--- src/include/irq_ctrl_map.svh ---
// register offsets, field positions, vector constants for the irq controller
// assumes inclusion by both the package users and design modules
`ifndef IRQ_CTRL_MAP_SVH
`define IRQ_CTRL_MAP_SVH
`define GLOBAL_EN_OFFSET   8'h20
`define EP_EN_OFFSET       8'h21
`define CPU_STATUS_OFFSET  8'h22
`define GLOBAL_EN_MASK     8'h7F
`define EP_EN_MASK         8'h1F
`define GEN_USB_RST_BIT    0
`define GEN_TICK_FAST_BIT  1
`define GEN_TICK_SLOW_BIT  2
`define GEN_HUB_BIT        3
`define GEN_DAC_BIT        4
`define GEN_GPIO_BIT       5
`define GEN_I2C_BIT        6
`define STAT_GIE_BIT       2
`define STAT_PEND_BIT      7
`define NUM_SRC            12
`define RESET_ADDR         16'h0000
`define VEC_STRIDE_SHIFT   1
`define AXI_OKAY           2'b00
`define AXI_SLVERR         2'b10
`define NUM_GPIO           8
`endif

--- src/include/irq_ctrl_pkg.sv ---
// types shared by the irq controller files
// assumes the map header for widths
package irq_ctrl_pkg;
  typedef enum logic [1:0] {
    RD_IDLE,
    RD_RESP
  } rd_state_t;
  typedef enum logic [1:0] {
    WR_IDLE,
    WR_RESP
  } wr_state_t;
  typedef logic [11:0] src_vec_t;
endpackage

--- src/design/edge_sense.sv ---
// edge detector for one asynchronous level, two-flop synchronised
// assumes a single clock domain, async active-low reset
`timescale 1ns/10ps
module edge_sense (
  // clock and reset
  input  wire logic clk,
  input  wire logic rst_b,
  // level in and detected edges
  input  wire logic level_in,
  output logic      rise,
  output logic      fall
);
  logic s1_reg;
  logic s2_reg;
  logic       s3_reg;
  logic [2:0] fill_reg;

  always_ff @(posedge clk or negedge rst_b) begin
    if (!rst_b) begin
      s1_reg   <= 1'b0;
      s2_reg   <= 1'b0;
      s3_reg   <= 1'b0;
      fill_reg <= 3'b000;
    end else begin
      s1_reg   <= level_in;
      s2_reg   <= s1_reg;
      s3_reg   <= s2_reg;
      fill_reg <= {fill_reg[1:0], 1'b1};
    end
  end

  // no edge until the stages hold real samples: a pin idling high after reset
  assign rise = fill_reg[2] & s2_reg & ~s3_reg;
  assign fall = fill_reg[2] & ~s2_reg & s3_reg;
endmodule // edge_sense

--- src/design/irq_controller.sv ---
// prioritised vectored interrupt controller with AXI4-Lite registers
// assumes the core signals instruction boundaries and ei/di/return_from_handler_instr in clk domain
//
// Overview of operation
// - writing one to an enable bit enables that source
// - global enable bits: bus reset, fast, slow timer, hub, dac, gpio, i2c
// - gpio source fires on both edges of any pin
// - endpoint enable bits 0-2 address A, bits 3-4 address B
// - reset clears both enable registers
// - each source has a pending flop set by its event until serviced
// - pending requests only when enabled; masked pending stays latched
// - service only at instruction boundary
// - servicing clears global interrupt enable, seen at status bit 2
// - acknowledge clears only the serviced pending flop
// - forced call to the serviced vector address
// - call pushes pc with carry and zero flags only
// - return restores pc and flags and sets global enable; here RETURN_INSTR only sets global enable, pc and flags are not restored
// - mask and unmask instructions touch only global enable
// - any enabled pending request shows in status bit 7; masked pending does not
// - vector 1 highest priority, vector 12 lowest
// - after reset execution starts at address zero
// - vector n sits at address 2n
// - order: reset, timers, A endpoints, B endpoints, hub, dac, gpio, i2c
// - re-enabling inside a handler allows nesting
// - hub enable gates hub request, pending kept
// - parallel port mode owns gpio vector, blocks pin events
// - bus reset event raised when single-ended-zero ends
`timescale 1ns/10ps
`include "irq_ctrl_map.svh"
module irq_controller
  import irq_ctrl_pkg::*;
(
  // clock and reset
  input  wire logic        CLK,
  input  wire logic        RST_B,
  // axi4-lite write address and data
  input  wire logic [7:0]  AWADDR,
  input  wire logic        AWVALID,
  output logic             AWREADY,
  input  wire logic [31:0] WDATA,
  input  wire logic [3:0]  WSTRB,
  input  wire logic        WVALID,
  output logic             WREADY,
  // axi4-lite write response
  output logic [1:0]       BRESP,
  output logic             BVALID,
  input  wire logic        BREADY,
  // axi4-lite read
  input  wire logic [7:0]  ARADDR,
  input  wire logic        ARVALID,
  output logic             ARREADY,
  output logic [31:0]      RDATA,
  output logic [1:0]       RRESP,
  output logic             RVALID,
  input  wire logic        RREADY,
  // interrupt events from sources, one-cycle pulses in clk domain
  input  wire logic        TICK_FAST_EVT,
  input  wire logic        TICK_SLOW_EVT,
  input  wire logic [4:0]  EP_EVT,
  input  wire logic        HUB_EVT,
  input  wire logic        DAC_EVT,
  input  wire logic        I2C_EVT,
  input  wire logic        PARALLEL_EVT,
  // pins from outside the clock domain
  input  wire logic        UPSTREAM_SE0,
  input  wire logic [7:0]  GPIO_PIN,
  input  wire logic        PARALLEL_MODE,
  // core interface
  input  wire logic        INSTR_DONE,
  input  wire logic        MASK_INSTR,
  input  wire logic        UNMASK_INSTR,
  input  wire logic        RETURN_INSTR,
  input  wire logic [15:0] CUR_PC,
  input  wire logic        CARRY_FLAG,
  input  wire logic        ZERO_FLAG,
  // forced call and stack push
  output logic             CALL_REQ,
  output logic [15:0]      CALL_ADDR,
  output logic [15:0]      PUSH_PC,
  output logic             PUSH_CARRY,
  output logic             PUSH_ZERO,
  output logic [15:0]      RESET_VECTOR,
  // status visible to the core
  output logic             GIE,
  output logic             IRQ_PENDING
);
  logic [7:0]  global_en_reg;
  logic [7:0]  ep_en_reg;
  src_vec_t    pending_reg;
  src_vec_t    set_vec;
  src_vec_t    enable_vec;
  src_vec_t    request_vec;
  src_vec_t    grant_vec;
  logic        gie_reg;
  logic [3:0]  grant_idx;
  logic        take;
  logic        se0_s1_reg;
  logic        se0_s2_reg;
  logic        se0_s3_reg;
  logic        bus_reset_evt;
  logic [7:0]  gpio_rise;
  logic [7:0]  gpio_fall;
  logic        gpio_evt;
  logic        vector_evt_gpio;
  logic        mode_s1_reg;
  logic        mode_s2_reg;
  logic [15:0] call_addr_reg;
  logic        call_req_reg;
  logic [15:0] push_pc_reg;
  logic        push_c_reg;
  logic        push_z_reg;
  wr_state_t   wr_state_reg;
  rd_state_t   rd_state_reg;
  logic [7:0]  aw_addr_reg;
  logic [31:0] w_data_reg;
  logic        aw_have_reg;
  logic        w_have_reg;
  logic        w_lane0_reg;
  logic [1:0]  bresp_reg;
  logic [31:0] rdata_reg;
  logic [1:0]  rresp_reg;
  logic [7:0]  status_byte;

  // upstream se0 synchroniser and release detection
  always_ff @(posedge CLK or negedge RST_B) begin
    if (!RST_B) begin
      se0_s1_reg <= 1'b0;
      se0_s2_reg <= 1'b0;
      se0_s3_reg <= 1'b0;
      mode_s1_reg <= 1'b0;
      mode_s2_reg <= 1'b0;
    end else begin
      se0_s1_reg <= UPSTREAM_SE0;
      se0_s2_reg <= se0_s1_reg;
      se0_s3_reg <= se0_s2_reg;
      mode_s1_reg <= PARALLEL_MODE;
      mode_s2_reg <= mode_s1_reg;
    end
  end
  assign bus_reset_evt = se0_s3_reg & ~se0_s2_reg;

  // per-pin edge detection
  genvar gi;
  generate
    for (gi = 0; gi < `NUM_GPIO; gi++) begin : g_pin
      edge_sense u_edge (
        .clk      (CLK),
        .rst_b    (RST_B),
        .level_in (GPIO_PIN[gi]),
        .rise     (gpio_rise[gi]),
        .fall     (gpio_fall[gi])
      );
    end
  endgenerate
  assign gpio_evt = |(gpio_rise | gpio_fall);
  assign vector_evt_gpio = mode_s2_reg ? PARALLEL_EVT : gpio_evt;

  // event vector in vector order, bit 0 = vector 1
  always_comb begin
    set_vec = {I2C_EVT, vector_evt_gpio, DAC_EVT, HUB_EVT, EP_EVT,
               TICK_SLOW_EVT, TICK_FAST_EVT, bus_reset_evt};
  end

  // enable gating per vector; gpio bit alone gates parallel port mode
  always_comb begin
    enable_vec = {global_en_reg[`GEN_I2C_BIT], global_en_reg[`GEN_GPIO_BIT],
                  global_en_reg[`GEN_DAC_BIT], global_en_reg[`GEN_HUB_BIT],
                  ep_en_reg[4:0], global_en_reg[`GEN_TICK_SLOW_BIT],
                  global_en_reg[`GEN_TICK_FAST_BIT],
                  global_en_reg[`GEN_USB_RST_BIT]};
  end
  assign request_vec = pending_reg & enable_vec;

  // fixed priority: lowest index wins, one grant only
  always_comb begin
    grant_vec = '0;
    grant_idx = 4'h0;
    for (int i = `NUM_SRC - 1; i >= 0; i--) begin
      if (request_vec[i]) begin
        grant_vec = src_vec_t'(1) << i;
        grant_idx = 4'(i + 1);
      end
    end
  end

  assign take = INSTR_DONE & gie_reg & (|request_vec);

  // pending flops: set wins over the acknowledge clear
  always_ff @(posedge CLK or negedge RST_B) begin
    if (!RST_B) begin
      pending_reg <= '0;
    end else begin
      pending_reg <= (pending_reg & ~(take ? grant_vec : '0)) | set_vec;
    end
  end

  // global interrupt enable of the core
  always_ff @(posedge CLK or negedge RST_B) begin
    if (!RST_B) begin
      gie_reg <= 1'b0;
    end else if (take) begin
      gie_reg <= 1'b0;
    end else if (MASK_INSTR) begin
      gie_reg <= 1'b0;
    end else if (UNMASK_INSTR | RETURN_INSTR) begin
      gie_reg <= 1'b1;
    end
  end

  // forced call and push frame
  always_ff @(posedge CLK or negedge RST_B) begin
    if (!RST_B) begin
      call_req_reg  <= 1'b0;
      call_addr_reg <= `RESET_ADDR;
      push_pc_reg   <= 16'h0000;
      push_c_reg    <= 1'b0;
      push_z_reg    <= 1'b0;
    end else begin
      call_req_reg <= take;
      if (take) begin
        call_addr_reg <= {12'h000, grant_idx} << `VEC_STRIDE_SHIFT;
        push_pc_reg   <= CUR_PC;
        push_c_reg    <= CARRY_FLAG;
        push_z_reg    <= ZERO_FLAG;
      end
    end
  end

  assign CALL_REQ     = call_req_reg;
  assign CALL_ADDR    = call_addr_reg;
  assign PUSH_PC      = push_pc_reg;
  assign PUSH_CARRY   = push_c_reg;
  assign PUSH_ZERO    = push_z_reg;
  assign RESET_VECTOR = `RESET_ADDR;
  assign GIE          = gie_reg;
  assign IRQ_PENDING  = |request_vec;

  // status byte: pending at bit 7, global enable at bit 2
  always_comb begin
    status_byte = 8'h00;
    status_byte[`STAT_PEND_BIT] = |request_vec;
    status_byte[`STAT_GIE_BIT]  = gie_reg;
  end

  // axi write channel capture, either order
  always_ff @(posedge CLK or negedge RST_B) begin
    if (!RST_B) begin
      aw_have_reg <= 1'b0;
      w_have_reg  <= 1'b0;
      aw_addr_reg <= 8'h00;
      w_data_reg  <= 32'h0000_0000;
      w_lane0_reg <= 1'b0;
    end else begin
      if (AWVALID && AWREADY) begin
        aw_have_reg <= 1'b1;
        aw_addr_reg <= AWADDR;
      end else if (wr_state_reg == WR_RESP && BREADY) begin
        aw_have_reg <= 1'b0;
      end
      if (WVALID && WREADY) begin
        w_have_reg <= 1'b1;
        w_data_reg <= WDATA;
        w_lane0_reg <= WSTRB[0];
      end else if (wr_state_reg == WR_RESP && BREADY) begin
        w_have_reg <= 1'b0;
      end
    end
  end
  assign AWREADY = (wr_state_reg == WR_IDLE) && !aw_have_reg;
  assign WREADY  = (wr_state_reg == WR_IDLE) && !w_have_reg;

  // write commit and enable registers
  always_ff @(posedge CLK or negedge RST_B) begin
    if (!RST_B) begin
      wr_state_reg  <= WR_IDLE;
      global_en_reg <= 8'h00;
      ep_en_reg     <= 8'h00;
      bresp_reg     <= `AXI_OKAY;
    end else begin
      unique case (wr_state_reg)
        WR_IDLE: begin
          if (aw_have_reg && w_have_reg) begin
            wr_state_reg <= WR_RESP;
            bresp_reg    <= `AXI_OKAY;
            if ({2'b00, aw_addr_reg[7:2]} == `GLOBAL_EN_OFFSET) begin
              if (w_lane0_reg) begin
                global_en_reg <= w_data_reg[7:0] & `GLOBAL_EN_MASK;
              end
            end else if ({2'b00, aw_addr_reg[7:2]} == `EP_EN_OFFSET) begin
              if (w_lane0_reg) begin
                ep_en_reg <= w_data_reg[7:0] & `EP_EN_MASK;
              end
            end else if ({2'b00, aw_addr_reg[7:2]} != `CPU_STATUS_OFFSET) begin
              bresp_reg <= `AXI_SLVERR;
            end
          end
        end
        WR_RESP: begin
          if (BREADY) begin
            wr_state_reg <= WR_IDLE;
          end
        end
      endcase
    end
  end
  assign BVALID = (wr_state_reg == WR_RESP);
  assign BRESP  = bresp_reg;

  // read channel
  always_ff @(posedge CLK or negedge RST_B) begin
    if (!RST_B) begin
      rd_state_reg <= RD_IDLE;
      rdata_reg    <= 32'h0000_0000;
      rresp_reg    <= `AXI_OKAY;
    end else begin
      unique case (rd_state_reg)
        RD_IDLE: begin
          if (ARVALID) begin
            rd_state_reg <= RD_RESP;
            rresp_reg    <= `AXI_OKAY;
            rdata_reg    <= 32'h0000_0000;
            if ({2'b00, ARADDR[7:2]} == `GLOBAL_EN_OFFSET) begin
              rdata_reg[7:0] <= global_en_reg;
            end else if ({2'b00, ARADDR[7:2]} == `EP_EN_OFFSET) begin
              rdata_reg[7:0] <= ep_en_reg;
            end else if ({2'b00, ARADDR[7:2]} == `CPU_STATUS_OFFSET) begin
              rdata_reg[7:0] <= status_byte;
            end else begin
              rresp_reg <= `AXI_SLVERR;
            end
          end
        end
        RD_RESP: begin
          if (RREADY) begin
            rd_state_reg <= RD_IDLE;
          end
        end
      endcase
    end
  end
  assign ARREADY = (rd_state_reg == RD_IDLE);
  assign RVALID  = (rd_state_reg == RD_RESP);
  assign RDATA   = rdata_reg;
  assign RRESP   = rresp_reg;
endmodule // irq_controller

--- config.mk ---
export PLATFORM = sky130hd
export DESIGN_NAME = irq_controller
export DESIGN_NICKNAME = d
export VERILOG_FILES = /design/src/include/irq_ctrl_pkg.sv /design/src/design/edge_sense.sv /design/src/design/irq_controller.sv
export VERILOG_INCLUDE_DIRS = /design/src /design/src/include
export SDC_FILE = /design/constraint.sdc
export NUM_CORES = 1
export LEC_CHECK = 0
export BUFFER_PORTS_ARGS = -buffer_cell sky130_fd_sc_hd__buf_2
export CORE_MARGIN = 2
export CORE_UTILIZATION = 45
export CTS_BUF_LIST = sky130_fd_sc_hd__clkbuf_16
export CTS_CLUSTER_SIZE = 28
export DETAILED_ROUTE_END_ITERATION = 6
export PLACE_DENSITY = 0.72
export REMOVE_ABC_BUFFERS = 1
export SETUP_SLACK_MARGIN = 0.2
export SYNTH_ARGS = -nofsm -noshare
export SYNTH_HDL_FRONTEND = slang
export SYNTH_SLANG_ARGS = --single-unit
--- constraint.sdc ---
create_clock -name CLK -period 3.23 [get_ports CLK]
set_input_delay 0.8075 -clock CLK [delete_from_list [all_inputs] [get_ports CLK]]
set_output_delay 0.8075 -clock CLK [all_outputs]
set_load 0.02 [all_outputs]
* After elaboration in Yosys (flattened, before gate mapping)
Cells that the tools add are included.
Word-level totals: register bits after elaboration 135, logic and storage cells 195
Cells by class: reductions and logical operators 21, multiplexer cells 47, bitwise operators 59, equality and inequality tests 12
Operators with widths (number):
- $mux W12 | 13
- $mux W4 | 12
- $and A1 B1 Y1 | 35
- $eq A6 B6 Y1 const B | 5
- $and A12 B12 Y12 | 2
- $mux W8 | 3
- $mux W2 | 10
- $not A1 Y1 | 18
- $not A12 Y12 | 1
- $or A12 B12 Y12 | 1
- $reduce_or A12 Y1 | 1
- $or A8 B8 Y8 | 1
- $pmux W2 S2 | 2
- $reduce_and A2 Y1 | 4
- $reduce_or A8 Y1 | 1
- $mux W1 | 7
- $logic_and A1 B1 Y1 | 6
- $ne A2 B1 Y1 const B | 3
- $ne A6 B6 Y1 const B | 1
- $reduce_and A5 Y1 | 1
- $eq A2 B1 Y1 const B | 2
- $logic_not A2 Y1 | 2
- $reduce_and A4 Y1 | 1
- $reduce_bool A2 Y1 | 2
- 4 further kinds | 5

* Depth between registers and ports, before layout
Gate-level depths: netlist (run 1).
depth after elaboration 17, mapped depth 7, mapped depth without buffers 6

* Cells and area by module
A second synthesis (run 1) with hierarchy kept.
Second synthesis, totals: cell total of the unflattened synthesis 435, area, all modules 5163.7 um^2
By module, submodules not included:
- irq_controller | area an instance 3792.4 um^2, instances 1, cells an instance 363
- edge_sense | area an instance 171.4 um^2, instances 8, cells an instance 9

* Worst setup path after synthesis (run 1)
Ideal clock, no wire load.
path type register to output, start point register global_en_reg[2], end point output IRQ_PENDING, path buffers 0, required time 2423 ps, slack 1051 ps, cell stages (with the launch flop) 4, data arrival time 1371 ps, cells stage by stage dfrtp_1 -> a222oi_1 -> and2_1 -> nand3_1
On the way: word-level cells in the longest chain between the ends 2
Ends and longest elaborated chain:
- from (decl) | line irq_controller.sv:87 | logic [7:0] global_en_reg;
- from (signal assigned) | line irq_controller.sv:287 | global_en_reg <= w_data_reg[7:0] & `GLOBAL_EN_MASK;
- $and A12 B12 Y12 | line irq_controller.sv:172 | assign request_vec = pending_reg & enable_vec;
- $reduce_or A12 Y1 | line irq_controller.sv:236 | assign IRQ_PENDING = |request_vec;
- to (decl) | line irq_controller.sv:85 | output logic IRQ_PENDING
Every way passes these cells.

* Worst setup path in the final report (run 1)
Same ends and word-level chain as after synthesis.

==> results_dict.tcl, run 1 <==
set metrics [dict create \
    ys_top_cells_by_count "dfrtp_1, nand2_1, buf_4" \
    cts_resized 0 \
    grt_pass1_vias 2947 \
    start_util_pct 46.3 \
    swShare_pct 38.4 \
    yosysMostFrequentCell "dfrtp_1" \
    fin_setup_tns_ns 0 \
    vias 3079 \
    ys_top_cells_by_area "dfrtp_1, buf_4, nand2_1, mux2_2, o21ai_0" \
    grt_max_degree 75 \
    synth_top_area_share_pct 59.7 \
    power_density_nw_per_um2 907 \
    grt_antenna_before_repair 0 \
    fin_area_um2 5320 \
    crit_required_ns 2.42 \
    synthArstFlopShare_pct 100 \
    cts_setup_buffers 0 \
    wl_per_cell_um 13.5 \
    start_kind "flip-flop" \
    cts_buffers 9 \
    fmax_mhz 373 \
    grt_first_pass_wirelength_um 14300 \
    track_usage_pct 16.7 \
    clockRootBuffer "clkbuf_16" \
    antenna_cells 0 \
    numPortBuffers 109 \
    ctsHoldBuffers 0 \
    seq_area_frac_synth_pct 59.7 \
    min_period_ns 2.68 \
    fin_crit_sh_pct 83.1 \
    largest_reg_flops 16 \
    relSlewSlack_pct 38.1 \
    synth_area_um2 4530 \
    core_area_um2 9770 \
    hold_viol_final 0 \
    io_pins 196 \
    syn_to_final_growth_pct 17.4 \
    drt_wl_total_um 8780 \
    ant_nets 0 \
    avgViaCountPerCell 4.74 \
    clkPwrFrac_pct 23.2 \
    fin_nets 614 \
    yosysTopAreaCell "dfrtp_1" \
    hp-class "flip-flop to flip-flop" \
    path_clk_slew_ns 0.07 \
    cts_tree "yes" \
    drc 0 \
    sequentialPowerShare_pct 40.9 \
    die_w_um 104 \
    comb_power_share_pct 35.9 \
    p_switching_mw 1.85 \
    ys_warn_count 0 \
    overflow 0 \
    hpwl_um 6560 \
    placed_area_um2 5010 \
    p_total_mw 4.82 \
    holdWs_ns 0.353 \
    p_int_mw 2.97 \
    dieArea_um2 10900 \
    final_util_pct 54.4 \
    die_h_um 104 \
    finalSetupViolCount 0 \
    synth.avg_cell_area_um2 11.4 \
    fin_skew_ns 0.0116 \
    ys_dominant_reg_cell "dfrtp_1" \
    gp_congestion 0.830 \
    cp.arrival_ns 1.88 \
    cts_sinks 108 \
    endpoint_kind "output port" \
    worst_pin_slew_ns 0.929 \
    ys_types 44 \
    rsz0062_at_grt "false" \
    cts-htree-levels 3 \
    synth_edf_count 0 \
    std_cell_rows 36 \
    cap_violations 0 \
    ir_worst_vdd_mv 0.418 \
    p_leak_nw 2.67 \
    status "completed" \
    clock_latency_ns 0.34 \
    synth_seq_cells 108 \
    synthCells 398 \
    first_pass_iters 4 \
    critical_path_peak_fanout 5 \
    drtIter0Drc 133 \
    clockBufferDepth 2 \
    final_layout_size_suffix_gt1_share_pct 30.6 \
    slew_violations 0 \
    criticalPathCategory "flip-flop to output port" \
]
cell usage in the layout (no fill, tap or decap), types with 4 or more instances in the layout:
master       n
inv_1        6
nand3_1     12
a21oi_1      4
o21ai_0     14
buf_4        5
buf_2      108
dfrtp_1    108
a21o_1       8
xor2_1       8
mux2i_1      5
clkbuf_16    9
conb_1      55
nand2_1     88
a22oi_1      5
nor2_1       9
mux2_2      25
power by group through the flow:
stage	sequential [mW]	combinational (mW)	clock, mW
after floorplan	2.11	1.04	0
after global placement	1.97	1.70	0
after detailed placement	2.00	1.76	0
after CTS	1.97	1.76	1.15
after global routing	2.02	1.92	1.22
final	1.97	1.73	1.12
critical path: stages, from the launching register on:
cell	delay, ns
dfrtp_1	0.45
a222oi_1	0.33
buf_4	0.19
and2_1	0.22
nand3_1	0.15
buf_2	0.20
worst paths after layout:
check | from | end | slack (ns) | cells past startpoint
min in group asynchronous | RST_B | PUSH_PC[13] | 0.59 | 1
min reg2reg | g_pin[1].u_edge.s1_reg | g_pin[1].u_edge.s2_reg | 0.35 | 0
max reg2reg | global_en_reg[2] | pending_reg[2] | 1.10 | 7
max | global_en_reg[2] | IRQ_PENDING | 0.55 | 5
max in group asynchronous | RST_B | g_pin[3].u_edge.s3_reg | 1.84 | 2
min | g_pin[1].u_edge.s1_reg | g_pin[1].u_edge.s2_reg | 0.35 | 0
metrics by stage:
| step | setup WS [ns] | instances |
|---|---|---|
| finish | 0.546 | 650 |
| CTS | 0.518 | 650 |
| global route | 0.359 | 650 |
| detailed placement | 0.895 | 634 |
| floorplan | 1.05 | 388 |
| global placement | 0.938 | 634 |
final cells by class:
| type | instances | area, um^2 |
|---|---|---|
| timing repair buffer | 113 | 578 |
| fill | 876 | 4460 |
| tap | 133 | 166 |
| clock inverter | 7 | 83.8 |
| sequential | 108 | 2700 |
| clock buffer | 9 | 225 |
| inverter | 7 | 28.8 |
| multi-input combinational | 273 | 1530 |
per-layer routing:
metal	up-vias	share of wire, %	global-route usage [%]
met3	4	6.5	3.70
met2	129	50	27.7
met4	0	0.68	6.18
met5	-	0	0
met1	1486	43	21.4
li1	1460	-	-
kinds of logic (layout without fill, tap and decap cells):
kind of cell,count (synthesis),after routing,share of synthesized area (%)
buf+inv,70,136,10.9
mux,30,30,7.33
compound gates,47,47,7.08
other cells,2,55,0.166
xor+xnor,8,8,1.55
simple gates,133,133,13.3
flops,108,108,59.7
No activity file was read; power rests on OpenSTA's default activity.
==> inputs of run 2 (changes only) <==
Settings changed: CORE_UTILIZATION 45 to 43.
Clock period 3.23 ns to 2.4 ns, I/O delays scaled along.
==> results_dict.tcl, run 2 (same netlist as run 1, synthesis figures left out) <==
set metrics [dict create \
    cts-htree-levels 3 \
    fin_setup_tns_ns 0 \
    cts_sinks 108 \
    fin_nets 620 \
    fin_crit_sh_pct 94.1 \
    fin_skew_ns 0.00590 \
    hpwl_um 6730 \
    drt_wl_total_um 8940 \
    clkPwrFrac_pct 20.3 \
    criticalPathCategory "flip-flop to output port" \
    overflow 0 \
    ctsHoldBuffers 0 \
    numPortBuffers 109 \
    die_w_um 107 \
    clock_latency_ns 0.34 \
    grt_pass1_vias 3082 \
    grt_antenna_before_repair 1 \
    slew_violations 0 \
    p_leak_nw 2.70 \
    relSlewSlack_pct 63.6 \
    min_period_ns 2.26 \
    drtIter0Drc 152 \
    gp_congestion 0.835 \
    drc 0 \
    cap_violations 0 \
    worst_pin_slew_ns 0.546 \
    ant_nets 0 \
    power_density_nw_per_um2 1240 \
    clockBufferDepth 2 \
    dieArea_um2 11400 \
    avgViaCountPerCell 4.70 \
    final_cell_mix "dfrtp_1, buf_2, nand2_1" \
    status "completed" \
    multi_input_area_um2 1550 \
    cts_tree "yes" \
    cts_buffers 9 \
    swShare_pct 38.6 \
    start_util_pct 44.0 \
    nFillCells 927 \
    holdWs_ns 0.229 \
    core_area_um2 10300 \
    p_int_mw 4.11 \
    grt_first_pass_wirelength_um 14700 \
    cp.arrival_ns 1.66 \
    track_usage_pct 16.7 \
    syn_to_final_growth_pct 18.7 \
    comb_power_share_pct 40.0 \
    final_common_cell "dfrtp_1" \
    grt_max_degree 42 \
    final_layout_size_suffix_gt1_share_pct 32.1 \
    rsz0062_at_grt "true" \
    start_kind "flip-flop" \
    first_pass_iters 5 \
    std_cell_rows 37 \
    path_clk_slew_ns 0.07 \
    critical_path_peak_fanout 2 \
    endpoint_kind "output port" \
    sequentialPowerShare_pct 39.7 \
    vias 3105 \
    p_switching_mw 2.58 \
    hold_viol_final 0 \
    wl_per_cell_um 13.5 \
    largest_reg_flops 16 \
    die_h_um 107 \
    crit_required_ns 1.80 \
    hp-class "input pin to asynchronous set/reset pin" \
    regArea_um2 2700 \
    io_pins 196 \
    clockRootBuffer "clkbuf_16" \
    fmax_mhz 443 \
    ir_worst_vdd_mv 0.728 \
    finalSetupViolCount 0 \
]
[run 2: path summary, 6_finish.rpt]
path / cells past startpoint / slack, ns / to / startpoint
min reg2reg: 0 / 0.34 / g_pin[7].u_edge.fill_reg[1] / g_pin[6].u_edge.fill_reg[0]
min: 1 / 0.23 / PUSH_PC[7] / RST_B
max: 4 / 0.14 / IRQ_PENDING / global_en_reg[2]
min in group CLK: 0 / 0.34 / g_pin[7].u_edge.fill_reg[1] / g_pin[6].u_edge.fill_reg[0]
max reg2reg: 7 / 0.43 / pending_reg[2] / global_en_reg[2]
max in group asynchronous: 2 / 1.49 / RDATA[4] / RST_B
[run 2: area by class of cell]
| cell class | instances | share of cell area (%) |
|---|---|---|
| clock inverter | 7 | 0.955 |
| multi-input combinational | 273 | 28.9 |
| timing repair buffer | 119 | 11.9 |
| inverter | 7 | 0.536 |
| clock buffer | 9 | 4.19 |
| antenna | 1 | 0.0466 |
| sequential | 108 | 50.3 |
| tap | 136 | 3.17 |
[run 2: worst max-delay path, cell delays in order, from the launching register on]
cell      delay (ns)
dfrtp_1         0.40
a222oi_1        0.43
and2_4          0.24
nand3_4         0.09
buf_6           0.16
[run 2: metal layers]
metal / part of all wire (%) / vias up / GRT usage, %
met2: 50 / 131 / 27.9
met1: 41 / 1491 / 20.6
met5: 0 / - / 0
met4: 2.0 / 0 / 7.24
li1: - / 1469 / -
met3: 7.2 / 14 / 4.13
[run 2: stage by stage]
stage	std cells	instance area, um^2	setup slack [ns]	utilization (%)	total power [mW]
4_1_cts	659	5370	0.132	52.3	6.75
5_1_grt	659	5370	0.0274	52.3	7.17
3_3_place_gp	640	5040	0.318	49.1	5.01
6_report	660	5370	0.141	52.3	6.69
3_5_place_dp	640	5040	0.309	49.1	5.11
2_1_floorplan	388	4260	0.429	-	4.24
[run 2: timing repair]
item | in CTS | in global routing
pin swaps | 2 | 0
setup buffers | 3 | 0
endpoints found under the setup margin | 1 | 1
resized for setup | 8 | 0
[run 2: power by group through the flow]
stage | logic (mW) | registers [mW] | clock network, mW
6_report | 2.68 | 2.65 | 1.36
5_1_grt | 2.96 | 2.72 | 1.49
4_1_cts | 2.70 | 2.65 | 1.40
3_5_place_dp | 2.42 | 2.69 | 0
3_3_place_gp | 2.35 | 2.66 | 0
2_1_floorplan | 1.40 | 2.84 | 0
==> inputs of run 3 (changes only) <==
Settings changed: ABC_AREA set to 1.
==> results_dict.tcl, run 3 <==
set metrics [dict create \
    first_pass_iters 4 \
    seq_area_frac_synth_pct 57.2 \
    sequentialPowerShare_pct 41.2 \
    crit_required_ns 1.80 \
    hp-class "input pin to asynchronous set/reset pin" \
    synth_area_um2 4720 \
    cts_sinks 108 \
    p_switching_mw 2.45 \
    ys_types 34 \
    ys_dominant_reg_cell "dfrtp_1" \
    fin_area_um2 5480 \
    finalSetupViolCount 0 \
    synth.avg_cell_area_um2 9.65 \
    drtIter0Drc 152 \
    cts_setup_buffers 0 \
    cts_buffers 9 \
    vias 3349 \
    cts_tree "yes" \
    cts_resized 0 \
    yosysTopAreaCell "dfrtp_1" \
    nFillCells 1015 \
    start_kind "flip-flop" \
    critical_path_peak_fanout 4 \
    swShare_pct 39.7 \
    comb_power_share_pct 36.1 \
    die_w_um 109 \
    grt_pass1_vias 3123 \
    die_h_um 109 \
    largest_reg_flops 16 \
    fin_nets 705 \
    grt_antenna_before_repair 0 \
    p_int_mw 3.72 \
    antenna_cells 0 \
    ys_warn_count 0 \
    cap_violations 0 \
    fmax_mhz 476 \
    fin_crit_sh_pct 87.5 \
    final_common_cell "nand2_1" \
    numPortBuffers 109 \
    clock_latency_ns 0.35 \
    io_pins 196 \
    dieArea_um2 11800 \
    gp_congestion 0.840 \
    synthArstFlopShare_pct 100 \
    crit_start "global_en_reg[2]" \
    power_density_nw_per_um2 1130 \
    fin_skew_ns 0.00747 \
    p_leak_nw 2.93 \
    clockRootBuffer "clkbuf_16" \
    hpwl_um 6670 \
    endpoint_kind "output port" \
    drc 0 \
    yosysMostFrequentCell "nand2_1" \
    ys_top_cells_by_count "nand2_1, dfrtp_1, buf_4" \
    overflow 0 \
    synth_top_area_share_pct 57.2 \
    r2r_start "global_en_reg[2]" \
    synth_edf_count 0 \
    wl_per_cell_um 12.0 \
    min_period_ns 2.10 \
    path_clk_slew_ns 0.07 \
    final_cell_mix "nand2_1, dfrtp_1, buf_2" \
    ir_worst_vdd_mv 0.518 \
    std_cell_rows 38 \
    fin_setup_tns_ns 0 \
    worst_pin_slew_ns 0.549 \
    final_layout_size_suffix_gt1_share_pct 27.6 \
    ys_top_cells_by_area "dfrtp_1, nand2_1, buf_4, inv_1, o21ai_0" \
    synth_seq_cells 108 \
    start_util_pct 43.7 \
    ctsHoldBuffers 0 \
    cp.arrival_ns 1.50 \
    hold_viol_final 0 \
    rsz0062_at_grt "false" \
    placed_area_um2 5190 \
    ant_nets 0 \
    slew_violations 0 \
    criticalPathCategory "flip-flop to output port" \
    status "completed" \
    final_util_pct 50.7 \
    core_area_um2 10800 \
    cts-htree-levels 3 \
    relSlewSlack_pct 63.2 \
    grt_first_pass_wirelength_um 14200 \
    drt_wl_total_um 8940 \
    dpl.cell_count 732 \
    synthCells 489 \
    avgViaCountPerCell 4.48 \
    track_usage_pct 15.7 \
    grt_max_degree 56 \
    syn_to_final_growth_pct 16.0 \
    clockBufferDepth 2 \
    clkPwrFrac_pct 22.7 \
    fin_cells 748 \
    p_total_mw 6.17 \
]
run 3: cell types whose count changed after synthesis, sizes merged, moves of 4 or more:
cell / before / now
nor2: 9 / 33
xor2: 8 / 2
a22oi: 5 / 0
mux2: 25 / 5
inv: 7 / 42
a21oi: 4 / 20
o21ai: 16 / 30
a21o: 8 / 2
mux2i: 5 / 0
nand2: 88 / 151
xnor2: 0 / 4
run 3: kinds of logic (layout without fill, tap and decap cells):
family / after synthesis / count (layout) / share of synthesized area (%)
multiplexers: 5 / 5 / 1.19
AND/OR/NAND/NOR: 209 / 209 / 20.3
buffers and inverters: 104 / 170 / 13.6
XOR/XNOR: 6 / 6 / 1.11
AO/OA/AOI/OAI: 55 / 55 / 6.31
other: 2 / 55 / 0.159
flip-flops: 108 / 108 / 57.2
run 3: power by group through the flow:
stage | sequential, mW | clock, mW | combinational (mW)
after global placement | 2.55 | 0 | 2.20
final | 2.54 | 1.40 | 2.23
after global routing | 2.60 | 1.53 | 2.52
after floorplan | 2.77 | 0 | 1.38
after detailed placement | 2.58 | 0 | 2.25
after CTS | 2.54 | 1.44 | 2.26
run 3: worst paths after layout:
kind	end	slack, ns	cells past startpoint
setup / recovery	IRQ_PENDING	0.30	7
hold / removal	global_en_reg[6]	0.16	1
setup reg to reg	PUSH_PC[14]	0.71	9
hold reg to reg	g_pin[7].u_edge.s2_reg	0.35	0
max in group asynchronous	g_pin[2].u_edge.s2_reg	1.57	2
min in group CLK	g_pin[7].u_edge.s2_reg	0.35	0
run 3: cell type report:
class                           count  area (um^2)  area share (%)
Timing Repair Buffer              112          583            10.6
Multi-Input combinational cell    330         1570            28.7
Clock inverter                      7         60.1            1.10
Sequential cell                   108         2700            49.3
Clock buffer                        9          225            4.11
Inverter                           42          158            2.88
Tap cell                          140          175            3.20
run 3: metal layers:
layer / global-route usage (%) / share of wire [%]
met1: 19.9 / 44
met5: 0 / 0
met2: 25.8 / 49
met4: 6.96 / 1.8
met3: 3.47 / 5.7
run 3: stage by stage:
stage | setup WS [ns] | hold slack (ns)
floorplan | 0.727 | 0.304
global placement | 0.621 | 0.331
detailed placement | 0.581 | 0.335
CTS | 0.284 | 0.169
global route | 0.230 | 0.170
finish | 0.301 | 0.161
run 3: critical path, stage by stage (launching register included):
cell and delay (ns):
dfrtp_1 0.45, nand2_2 0.10, nand2_2 0.05, inv_2 0.07, nand2_4 0.08, nor2_8 0.15
nand2_4 0.08, buf_2 0.16
